<file path="src/core/rpsr_pkg.sv">
package rpsr_pkg;

  // Register offsets
  localparam logic [7:0] ADDR_PACKET_LINE_STATUS   = 8'h38;
  localparam logic [7:0] ADDR_RECEIVE_QUEUE_STATUS = 8'h3B;
  localparam logic [7:0] ADDR_IRQ_STATUS           = 8'h40;
  localparam logic [7:0] ADDR_IRQ_MASK             = 8'h41;

  // Packet status bit positions
  localparam int BIT_CHECKSUM_OK  = 7;
  localparam int BIT_CARRIER      = 6;
  localparam int BIT_RSVD_HI      = 5;
  localparam int BIT_RSVD_LO      = 4;
  localparam int BIT_FRAME_START  = 3;
  localparam int BIT_OUTPUT_TWO   = 2;
  localparam int BIT_UNUSED       = 1;
  localparam int BIT_OUTPUT_ZERO  = 0;

  // Queue status layout
  localparam int BIT_QUEUE_OVERRUN = 7;
  localparam int QUEUE_COUNT_W     = 7;

  // Fixed value of the reserved pair, bits 5:4
  localparam logic [1:0] RSVD_VALUE = 2'h0;

  // Interrupt status / mask layout
  localparam int IRQ_W           = 4;
  localparam int IRQ_CHECKSUM_OK = 0;
  localparam int IRQ_FRAME_START = 1;
  localparam int IRQ_OVERRUN     = 2;
  localparam int IRQ_FRAME_DROP  = 3;

  localparam logic [7:0]       ZERO_BYTE   = 8'h00;
  localparam logic [IRQ_W-1:0] IRQ_RESET   = 4'h0;

endpackage : rpsr_pkg

</file>
<file path="src/core/rpsr_status_regs.sv">
// The plain strobed port was chosen for this implementation.
`timescale 1ns/1ps
// Summary of operation
// - Bit 7: checksum match, cleared entering receive
// - Bit 6: carrier detect, cleared on idle
// - Bit 3: set at sync word, cleared at end
// - Bit 3 also cleared on drop or overrun
// - Bit 2: non-inverted level of output two
// - Bit 0: non-inverted level of output zero
// - Queue register: overrun bit 7, count 6:0
module rpsr_status_regs
(
  input  wire logic       clk,              // 20 MHz clock
  input  wire logic       reset,            // Async reset, active high
  input  wire logic [7:0] addr,             // Register address
  input  wire logic [7:0] wdata,            // Write data
  input  wire logic       wr,               // Write strobe
  input  wire logic       rd,               // Read strobe
  output logic      [7:0] rdata,            // Read data, cycle after rd
  output logic            irq,              // Level interrupt
  input  wire logic       checksum_done,    // Checksum compared, pulse
  input  wire logic       checksum_match,   // Result with checksum_done
  input  wire logic       rx_enter,         // Receive entered/restarted
  input  wire logic       carrier_detect,   // Demodulator carrier level
  input  wire logic       radio_idle_enter, // Radio entered idle, pulse
  input  wire logic       sync_found,       // Sync word received, pulse
  input  wire logic       packet_end,       // Packet ended, pulse
  input  wire logic       packet_drop,      // Address/length drop, pulse
  input  wire logic       receive_queue_overrun, // Overrun state level
  input  wire logic [6:0] receive_queue_count,   // Bytes in queue
  input  wire logic       general_output_two,    // Pin level, pre-invert
  input  wire logic       general_output_zero    // Pin level, pre-invert
);

  localparam int IRQ_W = rpsr_pkg::IRQ_W;

  logic             checksum_ok;
  logic             next_checksum_ok;
  logic             carrier;
  logic             next_carrier;
  logic             frame_start_flag;
  logic             next_frame_start_flag;
  logic             overrun_q;
  logic [IRQ_W-1:0] irq_status;
  logic [IRQ_W-1:0] next_irq_status;
  logic [IRQ_W-1:0] irq_mask;
  logic [IRQ_W-1:0] next_irq_mask;
  logic [7:0]       next_rdata;
  logic [IRQ_W-1:0] irq_event;
  logic             overrun_rise;

  // Pin levels come from outside the clock domain
  logic [1:0] pin_two_sync;
  logic [1:0] pin_zero_sync;

  function automatic logic hit(input logic [7:0] a, input logic [7:0] off);
    hit = (a == off);
  endfunction : hit

  always_comb
  begin
    next_checksum_ok = checksum_ok;
    if (rx_enter)
      next_checksum_ok = 1'b0;
    else if (checksum_done)
      next_checksum_ok = checksum_match;
    // Carrier follows the demodulator except in the idle-entry cycle
    next_carrier = radio_idle_enter ? 1'b0 : carrier_detect;
    next_frame_start_flag = frame_start_flag;
    if (packet_end || packet_drop || receive_queue_overrun)
      next_frame_start_flag = 1'b0;
    else if (sync_found)
      next_frame_start_flag = 1'b1;
  end

  assign overrun_rise = receive_queue_overrun && !overrun_q;
  assign irq_event[rpsr_pkg::IRQ_CHECKSUM_OK] = checksum_done
                                               && checksum_match;
  assign irq_event[rpsr_pkg::IRQ_FRAME_START] = sync_found
                                               && !frame_start_flag;
  assign irq_event[rpsr_pkg::IRQ_OVERRUN]     = overrun_rise;
  assign irq_event[rpsr_pkg::IRQ_FRAME_DROP]  = packet_drop;

  always_comb
  begin
    next_irq_mask   = irq_mask;
    next_irq_status = irq_status;
    if (wr && hit(addr, rpsr_pkg::ADDR_IRQ_MASK))
      next_irq_mask = wdata[IRQ_W-1:0];
    if (wr && hit(addr, rpsr_pkg::ADDR_IRQ_STATUS))
      next_irq_status = irq_status & ~wdata[IRQ_W-1:0];
    // A new event wins over a same-cycle clear
    next_irq_status = next_irq_status | irq_event;
  end

  // Packet and queue status registers ignore writes; only rd decodes them
  always_comb
  begin
    next_rdata = rpsr_pkg::ZERO_BYTE;
    if (rd)
    begin
      if (hit(addr, rpsr_pkg::ADDR_PACKET_LINE_STATUS))
      begin
        next_rdata[rpsr_pkg::BIT_CHECKSUM_OK] = checksum_ok;
        next_rdata[rpsr_pkg::BIT_CARRIER]     = carrier;
        next_rdata[rpsr_pkg::BIT_RSVD_HI:rpsr_pkg::BIT_RSVD_LO] =
          rpsr_pkg::RSVD_VALUE;
        next_rdata[rpsr_pkg::BIT_FRAME_START] = frame_start_flag;
        next_rdata[rpsr_pkg::BIT_OUTPUT_TWO]  = pin_two_sync[1];
        next_rdata[rpsr_pkg::BIT_UNUSED]      = 1'b0;
        next_rdata[rpsr_pkg::BIT_OUTPUT_ZERO] = pin_zero_sync[1];
      end
      else if (hit(addr, rpsr_pkg::ADDR_RECEIVE_QUEUE_STATUS))
      begin
        next_rdata[rpsr_pkg::BIT_QUEUE_OVERRUN] = receive_queue_overrun;
        next_rdata[rpsr_pkg::QUEUE_COUNT_W-1:0] = receive_queue_count;
      end
      else if (hit(addr, rpsr_pkg::ADDR_IRQ_STATUS))
        next_rdata[IRQ_W-1:0] = irq_status;
      else if (hit(addr, rpsr_pkg::ADDR_IRQ_MASK))
        next_rdata[IRQ_W-1:0] = irq_mask;
    end
  end

  // Receiver status flags
  always_ff @(posedge clk or posedge reset)
  begin
    if (reset)
    begin
      checksum_ok      <= 1'b0;
      carrier          <= 1'b0;
      frame_start_flag <= 1'b0;
      overrun_q        <= 1'b0;
    end
    else
    begin
      checksum_ok      <= next_checksum_ok;
      carrier          <= next_carrier;
      frame_start_flag <= next_frame_start_flag;
      overrun_q        <= receive_queue_overrun;
    end
  end

  // Interrupt status and mask
  always_ff @(posedge clk or posedge reset)
  begin
    if (reset)
    begin
      irq_status <= rpsr_pkg::IRQ_RESET;
      irq_mask   <= rpsr_pkg::IRQ_RESET;
    end
    else
    begin
      irq_status <= next_irq_status;
      irq_mask   <= next_irq_mask;
    end
  end

  // Read data stands one cycle, so a stale value never lingers on the bus
  always_ff @(posedge clk or posedge reset)
  begin
    if (reset)
    begin
      rdata <= rpsr_pkg::ZERO_BYTE;
    end
    else
    begin
      rdata <= next_rdata;
    end
  end

  // Pin value is sampled before inversion, so bits read true level
  always_ff @(posedge clk or posedge reset)
  begin
    if (reset)
    begin
      pin_two_sync  <= 2'h0;
      pin_zero_sync <= 2'h0;
    end
    else
    begin
      pin_two_sync  <= {pin_two_sync[0], general_output_two};
      pin_zero_sync <= {pin_zero_sync[0], general_output_zero};
    end
  end

  assign irq = |(irq_status & irq_mask);

  // Reads are checked one cycle after the strobe, so each expected
  // value is the input as it stood when the strobe was taken, but two cycles earlier for the pin bits
  chk_checksum_clear: assert property (
    @(posedge clk) disable iff (reset)
    rx_enter |=> !checksum_ok)
    else $error("checksum bit not cleared on receive entry");

  chk_checksum_set: assert property (
    @(posedge clk) disable iff (reset)
    checksum_done && checksum_match && !rx_enter |=> checksum_ok)
    else $error("checksum bit not set on match");

  chk_checksum_fail: assert property (
    @(posedge clk) disable iff (reset)
    checksum_done && !checksum_match |=> !checksum_ok)
    else $error("checksum bit still set after failed compare");

  chk_carrier_idle: assert property (
    @(posedge clk) disable iff (reset)
    radio_idle_enter |=> !carrier)
    else $error("carrier bit not cleared on idle");

  chk_carrier_follow: assert property (
    @(posedge clk) disable iff (reset)
    !radio_idle_enter |=> carrier == $past(carrier_detect))
    else $error("carrier bit does not follow detector");

  // Frame start tracking
  chk_frame_start_set: assert property (
    @(posedge clk) disable iff (reset)
    sync_found && !packet_end && !packet_drop && !receive_queue_overrun
    |=> frame_start_flag)
    else $error("frame start not set on sync");

  chk_frame_start_end: assert property (
    @(posedge clk) disable iff (reset)
    packet_end |=> !frame_start_flag)
    else $error("frame start not cleared at packet end");

  chk_frame_start_hold: assert property (
    @(posedge clk) disable iff (reset)
    !sync_found && !packet_end && !packet_drop && !receive_queue_overrun
    |=> $stable(frame_start_flag))
    else $error("frame start changed with no event");

  chk_frame_start_drop: assert property (
    @(posedge clk) disable iff (reset)
    packet_drop || receive_queue_overrun |=> !frame_start_flag)
    else $error("frame start not cleared on drop or overrun");

  // Register reads
  chk_output_two_level: assert property (
    @(posedge clk) disable iff (reset)
    rd && addr == rpsr_pkg::ADDR_PACKET_LINE_STATUS
    |=> rdata[rpsr_pkg::BIT_OUTPUT_TWO] == $past(general_output_two, 3))
    else $error("output two level wrong");

  chk_output_zero_level: assert property (
    @(posedge clk) disable iff (reset)
    rd && addr == rpsr_pkg::ADDR_PACKET_LINE_STATUS
    |=> rdata[rpsr_pkg::BIT_OUTPUT_ZERO] == $past(general_output_zero, 3))
    else $error("output zero level wrong");

  chk_queue_read: assert property (
    @(posedge clk) disable iff (reset)
    rd && addr == rpsr_pkg::ADDR_RECEIVE_QUEUE_STATUS
    |=> rdata == {$past(receive_queue_overrun),
                  $past(receive_queue_count)})
    else $error("queue status read wrong");

  chk_fixed_bits: assert property (
    @(posedge clk) disable iff (reset)
    rd && addr == rpsr_pkg::ADDR_PACKET_LINE_STATUS
    |=> rdata[rpsr_pkg::BIT_UNUSED] == 1'b0
        && rdata[rpsr_pkg::BIT_RSVD_HI:rpsr_pkg::BIT_RSVD_LO]
           == rpsr_pkg::RSVD_VALUE)
    else $error("fixed bits wrong");

  chk_read_one_cycle: assert property (
    @(posedge clk) disable iff (reset)
    !rd |=> rdata == rpsr_pkg::ZERO_BYTE)
    else $error("read data not zero outside read slot");

  chk_unmapped_read: assert property (
    @(posedge clk) disable iff (reset)
    rd && addr != rpsr_pkg::ADDR_PACKET_LINE_STATUS
       && addr != rpsr_pkg::ADDR_RECEIVE_QUEUE_STATUS
       && addr != rpsr_pkg::ADDR_IRQ_STATUS
       && addr != rpsr_pkg::ADDR_IRQ_MASK
    |=> rdata == rpsr_pkg::ZERO_BYTE)
    else $error("unmapped read not zero");

  // Interrupt registers
  chk_irq_checksum_set: assert property (
    @(posedge clk) disable iff (reset)
    checksum_done && checksum_match
    |=> irq_status[rpsr_pkg::IRQ_CHECKSUM_OK])
    else $error("checksum event not latched in interrupt status");

  chk_irq_clear: assert property (
    @(posedge clk) disable iff (reset)
    wr && addr == rpsr_pkg::ADDR_IRQ_STATUS && irq_event == rpsr_pkg::IRQ_RESET
    |=> (irq_status & $past(wdata[IRQ_W-1:0])) == rpsr_pkg::IRQ_RESET)
    else $error("interrupt status not cleared by write of one");

  chk_irq_mask_write: assert property (
    @(posedge clk) disable iff (reset)
    wr && addr == rpsr_pkg::ADDR_IRQ_MASK
    |=> irq_mask == $past(wdata[IRQ_W-1:0]))
    else $error("interrupt mask not written");

  // Coverage of the main scenarios
  cov_frame: cover property (
    @(posedge clk) disable iff (reset)
    sync_found ##[1:50] packet_end);

  cov_overrun: cover property (
    @(posedge clk) disable iff (reset)
    frame_start_flag ##1 receive_queue_overrun);

  cov_irq: cover property (
    @(posedge clk) disable iff (reset)
    !irq ##1 irq);

  cov_irq_clear: cover property (
    @(posedge clk) disable iff (reset)
    irq ##1 !irq);

  cov_checksum_fail: cover property (
    @(posedge clk) disable iff (reset)
    checksum_done && !checksum_match);

endmodule : rpsr_status_regs

</file>
<file path="config.mk">
export PLATFORM = sky130hd
export DESIGN_NAME = rpsr_status_regs
export DESIGN_NICKNAME = d
export VERILOG_FILES = /design/src/core/rpsr_pkg.sv /design/src/core/rpsr_status_regs.sv
export SDC_FILE = /design/constraint.sdc
export NUM_CORES = 1
export LEC_CHECK = 0
export BUFFER_PORTS_ARGS = -buffer_cell sky130_fd_sc_hd__buf_4
export CORE_MARGIN = 2
export CORE_UTILIZATION = 46
export CTS_CLUSTER_DIAMETER = 120
export CTS_CLUSTER_SIZE = 25
export DETAILED_ROUTE_END_ITERATION = 12
export PLACE_DENSITY_LB_ADDON = 0.2
export SKIP_CTS_REPAIR_TIMING = 1
export SKIP_LAST_GASP = 1
export SYNTH_ARGS = -nofsm -noshare
export SYNTH_HDL_FRONTEND = slang
export SYNTH_SLANG_ARGS = --single-unit
</file>
<file path="constraint.sdc">
create_clock -name clk -period 1.3 [get_ports clk]
set_clock_uncertainty 0.1 [all_clocks]
set_input_delay 0.13 -clock clk [delete_from_list [all_inputs] [get_ports clk]]
set_output_delay 0.13 -clock clk [all_outputs]
set_load 0.01 [all_outputs]
</file>
# --- Word-level counts from Yosys, hierarchy flattened ---
# Index checks and enable logic that the tools add are counted.
word_totals:
  ff_bits: 24
  latch_bits: 0
  ram_bits: 0
  rom_bits: 0
  inputBits: 38
  output_inout_bits: 9
  n_memories: 0
op_classes:
  add_sub_neg: 0
  mul: 0
  n_div: 0
  n_lt_le_gt_ge: 0
  eq_ne: 4
  n_shift: 0
  muxes: 12
  bitwise_logic: 4
  reduce_logical: 12
op_table:
  columns: ["operator", "n"]
  rows:
  - ["$mux W4", 5]
  - ["$eq A8 B6 Y1 const B", 2]
  - ["$eq A8 B7 Y1 const B", 2]
  - ["$mux W8", 2]
  - ["$and A4 B4 Y4", 2]
  - ["$logic_and A1 B1 Y1", 5]
  - ["$mux W1", 5]
  - ["$not A4 Y4", 1]
  - ["$or A4 B4 Y4", 1]
  - ["$reduce_bool A2 Y1", 2]
  - ["$reduce_or A4 Y1", 1]
  - ["$logic_not A1 Y1", 2]
  - ["$logic_or A1 B1 Y1", 2]

# --- Longest topological paths before layout ---
depth:
  depth_word: 6
  mapped_depth: 4

# --- Least setup slack after synthesis ---
# No wires, ideal clock.
synth_timing:
  path_kind: "input to register"
  start: "in addr[5]"
  end: "reg irq_mask[0]"
  setup_ns: 0.125
  t_arrival_ns: 1.167
  t_required_ns: 1.075
  slack_ns: -0.092
  path_stages: 3
  path_cell_list: "nor4b_4 and4_4 mux2_2"
synth_between:
  elab_chain_len: 2
synth_lines:
  columns: ["element", "line", "source"]
  rows:
  - ["start: declaration", "rpsr_status_regs.sv:15", "input wire logic [7:0] addr,"]
  - ["$eq A8 B7 Y1", "rpsr_status_regs.sv:57", "hit = (a == off);"]
  - ["$logic_and A1 B1 Y1", "rpsr_status_regs.sv:88", "if (wr && hit(addr, rpsr_pkg::ADDR_IRQ_MASK))"]
  - ["end signal: assignment", "rpsr_status_regs.sv:150", "irq_mask <= rpsr_pkg::IRQ_RESET;"]
  - ["end signal: assignment", "rpsr_status_regs.sv:155", "irq_mask <= next_irq_mask;"]
  - ["end: declaration", "rpsr_status_regs.sv:46", "logic [IRQ_W-1:0] irq_mask;"]
# No other way between the ends.
# A chain may end at the register's enable or synchronous reset.

# --- Worst setup path in the final report ---
layout_timing:
  start: "reg irq_mask[2]"
  end: "out irq"
layout_between:
  elab_chain_len: 2
layout_lines:
  columns: ["element", "line", "source"]
  rows:
  - ["$and A4 B4 Y4", "rpsr_status_regs.sv:187", "assign irq = |(irq_status & irq_mask);"]
  - ["$reduce_or A4 Y1", "rpsr_status_regs.sv:187", null]
  - ["end: declaration", "rpsr_status_regs.sv:20", "output logic irq,"]
# No other way between the ends.

==> summary.md <==
| Metric | Value |
|---|---|
| Crit path max fanout | `3` |
| Drt via density | `5.49` |
| Clock Power Share | `0.234` |
| CTS tree | `built` |
| Most common library cells after synthesis | `24 x dfrtp_1, 10 x nand3_1, 8 x mux2_2` |
| Hold Crit Class | `input pin to flop` |
| Mean post-synth cell area | `12.2 um2` |
| Routed wire length | `2760 um` |
| Register area share after synthesis | `0.557` |
| Gr ovfl total | `0` |
| Count leader, synth | `dfrtp_1` |
| WL/cell | `14.5 um` |
| Largest net degree at the start of global routing | `25` |
| Max cap viols | `0` |
| Initial antenna violation count | `0` |
| Deepest clock path buffer count | `2` |
| Number of synthesized register bits | `24` |
| Number of DRC markers in iteration 0 | `36` |
| Required time worst endpoint | `1.07 ns` |
| Cells after Synth | `88` |
| Synth warnings | `0` |
| Hpwl dp | `1850 um` |
| CTS H-Tree Depth | `1` |
| CP bufs+invs | `1` |
| Combinational share of power | `0.192` |
| CP peak stage delay | `0.43 ns` |
| IO buf count | `42` |
| Post-Syn Nets | `126` |
| Via count | `1043` |
| Status | `finished, violations left` |
| Drc violations | `0` |
| Vias in the first global route | `907` |
| Initial Utilization | `0.487` |
| P&R area growth vs syn | `61.3%` |
| Total GRT Usage | `0.194` |
| Die W | `52.4 um` |
| Final worst-path cycle share | `1.04` |
| Seq pwr share | `0.574` |
| Final Critical Period | `1.35 ns` |
| Leak | `0.000814 uW` |
| Reg clk slew, reported paths | `0.12 ns` |
| Endpoint class of the critical path | `output pin` |
| Yosys top cell area share | `0.557` |
| Fmax | `742 MHz` |
| CP Launch Type | `flop` |
| Layout cells sized above 1 | `0.407` |
| Root Driver | `clkbuf_4` |
| First-pass GRT wire length | `3900 um` |
| Nets@finish | `202` |
| Worst-margin pin slew | `0.293 ns` |
| Count of cell types in the netlist | `30` |
| Final setup TNS | `-0.0475 ns` |
| Sw power | `314 uW` |
| VDD IR-drop max | `0.582 mV` |
| CTS sink count | `24` |
| Die Height | `52.4 um` |
| Ant. Diodes | `0` |
| Main synth FF type | `dfrtp_1` |
| Slew Limit Fails | `0` |
| RSZ-0062 raised after global routing | `yes` |
| Total CTS buffers | `3` |
| Setup ws final | `-0.0475 ns` |
| Post-synth EDFFs | `0` |
| Rows | `17` |
| Max_slew headroom | `0.802` |
| CP max-delay cell | `dfrtp_1` |
| Post-Place Worst Slack | `-0.157 ns` |
| Crit path DAT | `1.12 ns` |
| Async set-reset flop share out of synthesis | `1.00` |
| Sw frac | `0.232` |
| Mapped cell area | `1080 um2` |
| Clock latency on the worst-skew pair | `0.31 ns` |
| Final ANT Viol Nets | `0` |
| Routability Congestion | `0.815` |
| Failing checks | `setup timing` |
| Final core occ | `0.786` |
| PD cells | `778 nW/um2` |
| Core Footprint | `2210 um2` |
| Number of iterations in the first detailed-routing pass | `5` |
| Top post-synthesis cells by area | `dfrtp_1 56%, mux2_2 8.4%, nand3_1 4.6%` |
| Die area | `2750 um2` |
| Final setup viols | `1` |
| Critical path class | `flop to output pin` |
| Io pins | `47` |
| Delay-heaviest family, CP | `flip-flops` |
| CP cell instances | `a22oi_1 > nand2_1 > buf_4` |
| Final Hold Fails | `0` |
| Int Pwr | `1040 uW` |
| Yosys top cell by area | `dfrtp_1` |
-- layout by cell type, fill, tap and decap left out --
master         netlist  final
a21boi_0             2      2
a21o_1               1      1
a21oi_1              1      1
a22o_1               3      3
a22oi_1              2      2
a31oi_1              3      3
and2_1               1      1
and3_1               2      2
and4_4               1      1
and4b_2              1      1
and4bb_2             1      1
buf_4                0     50
clkbuf_4             0      3
dfrtp_1             24     24
dlygate4sd3_1        0     24
inv_1                3      3
mux2_2               8      8
mux2i_1              1      1
nand2_1              1      1
nand3_1             10     10
nand4_1              4      4
nand4b_1             3      3
nor2_1               2      2
nor2b_1              2      2
nor3_1               1      1
nor4_1               1      1
nor4b_4              1      1
o31ai_1              1      1
o41ai_1              3      3
or3_1                1      1
or3_4                1      1
-- stage by stage --
| stage | cell area [um2] | total power [uW] | hold WS (ns) | instances |
|---|---|---|---|---|
| 2_1_floorplan | 1080 | 859 | 0.0446 | 88 |
| 3_3_place_gp | 1450 | 978 | 0.0942 | 160 |
| 3_5_place_dp | 1450 | 983 | 0.0985 | 160 |
| 4_1_cts | 1480 | 1290 | -0.242 | 163 |
| 5_1_grt | 1740 | 1420 | 0.153 | 190 |
| 6_report | 1740 | 1350 | 0.138 | 190 |
-- cells by family (layout without fill, tap and decap cells) --
logic type	after synthesis	in the layout	synth area share
and+or+nand+nor	33	33	0.215
AOI/OAI and AO/OA	16	16	0.113
muxes	9	9	0.0929
DFF	24	24	0.557
buffers and inverters	6	80	0.0221
-- state kept, by name, indices dropped and copies added (netlist names) --
signal	count
pin_zero_sync	2
frame_start_flag	1
carrier	1
checksum_ok	1
irq_status	4
overrun_q	1
pin_two_sync	2
rdata	8
irq_mask	4
-- worst reg2reg max path, stage by stage (launching register included) --
cell and delay, ns:
dfrtp_1 0.43, buf_4 0.14, mux2_2 0.25, nand3_1 0.09
a31oi_1 0.09
-- path summary, 6_finish.rpt --
| path | startpoint | endpoint | slack, ns | cells after the start |
|---|---|---|---|---|
| worst max-delay path | irq_mask[2] | irq | -0.05 | 3 |
| worst min-delay path | addr[0] | rdata[1] | 0.14 | 3 |
| worst max register to register | irq_mask[2] | rdata[2] | 0.10 | 4 |
| worst min register to register | pin_two_sync[0] | pin_two_sync[1] | 0.27 | 0 |
| max in group asynchronous | reset | rdata[7] | 0.54 | 4 |
| min in group asynchronous | reset | irq_mask[0] | 0.32 | 4 |
-- metal layers --
layer  global-route usage  wire (um)  vias up
met5                    0          0        -
met4               0.0855         31        0
met3               0.0486        198        4
met2                0.310       1370       49
met1                0.248       1160      499
li1                     -          -      491
-- power by group through the flow --
stage	sequential, uW	combinational, uW	clock [uW]
after floorplan	786	72.8	0
after global placement	789	189	0
after detailed placement	789	194	0
after CTS	775	194	322
after global routing	778	280	362
final	776	259	316
-- cell type report --
| cell class | instances | area [um2] |
|---|---|---|
| repair buffers | 74 | 616 |
| flip-flops and latches | 24 | 601 |
| fillers | 156 | 474 |
| multi-input cells | 58 | 453 |
| well taps | 28 | 35.0 |
| clock buffers | 3 | 22.5 |
| inverters | 3 | 11.3 |
(Power assumes the default switching activity.)
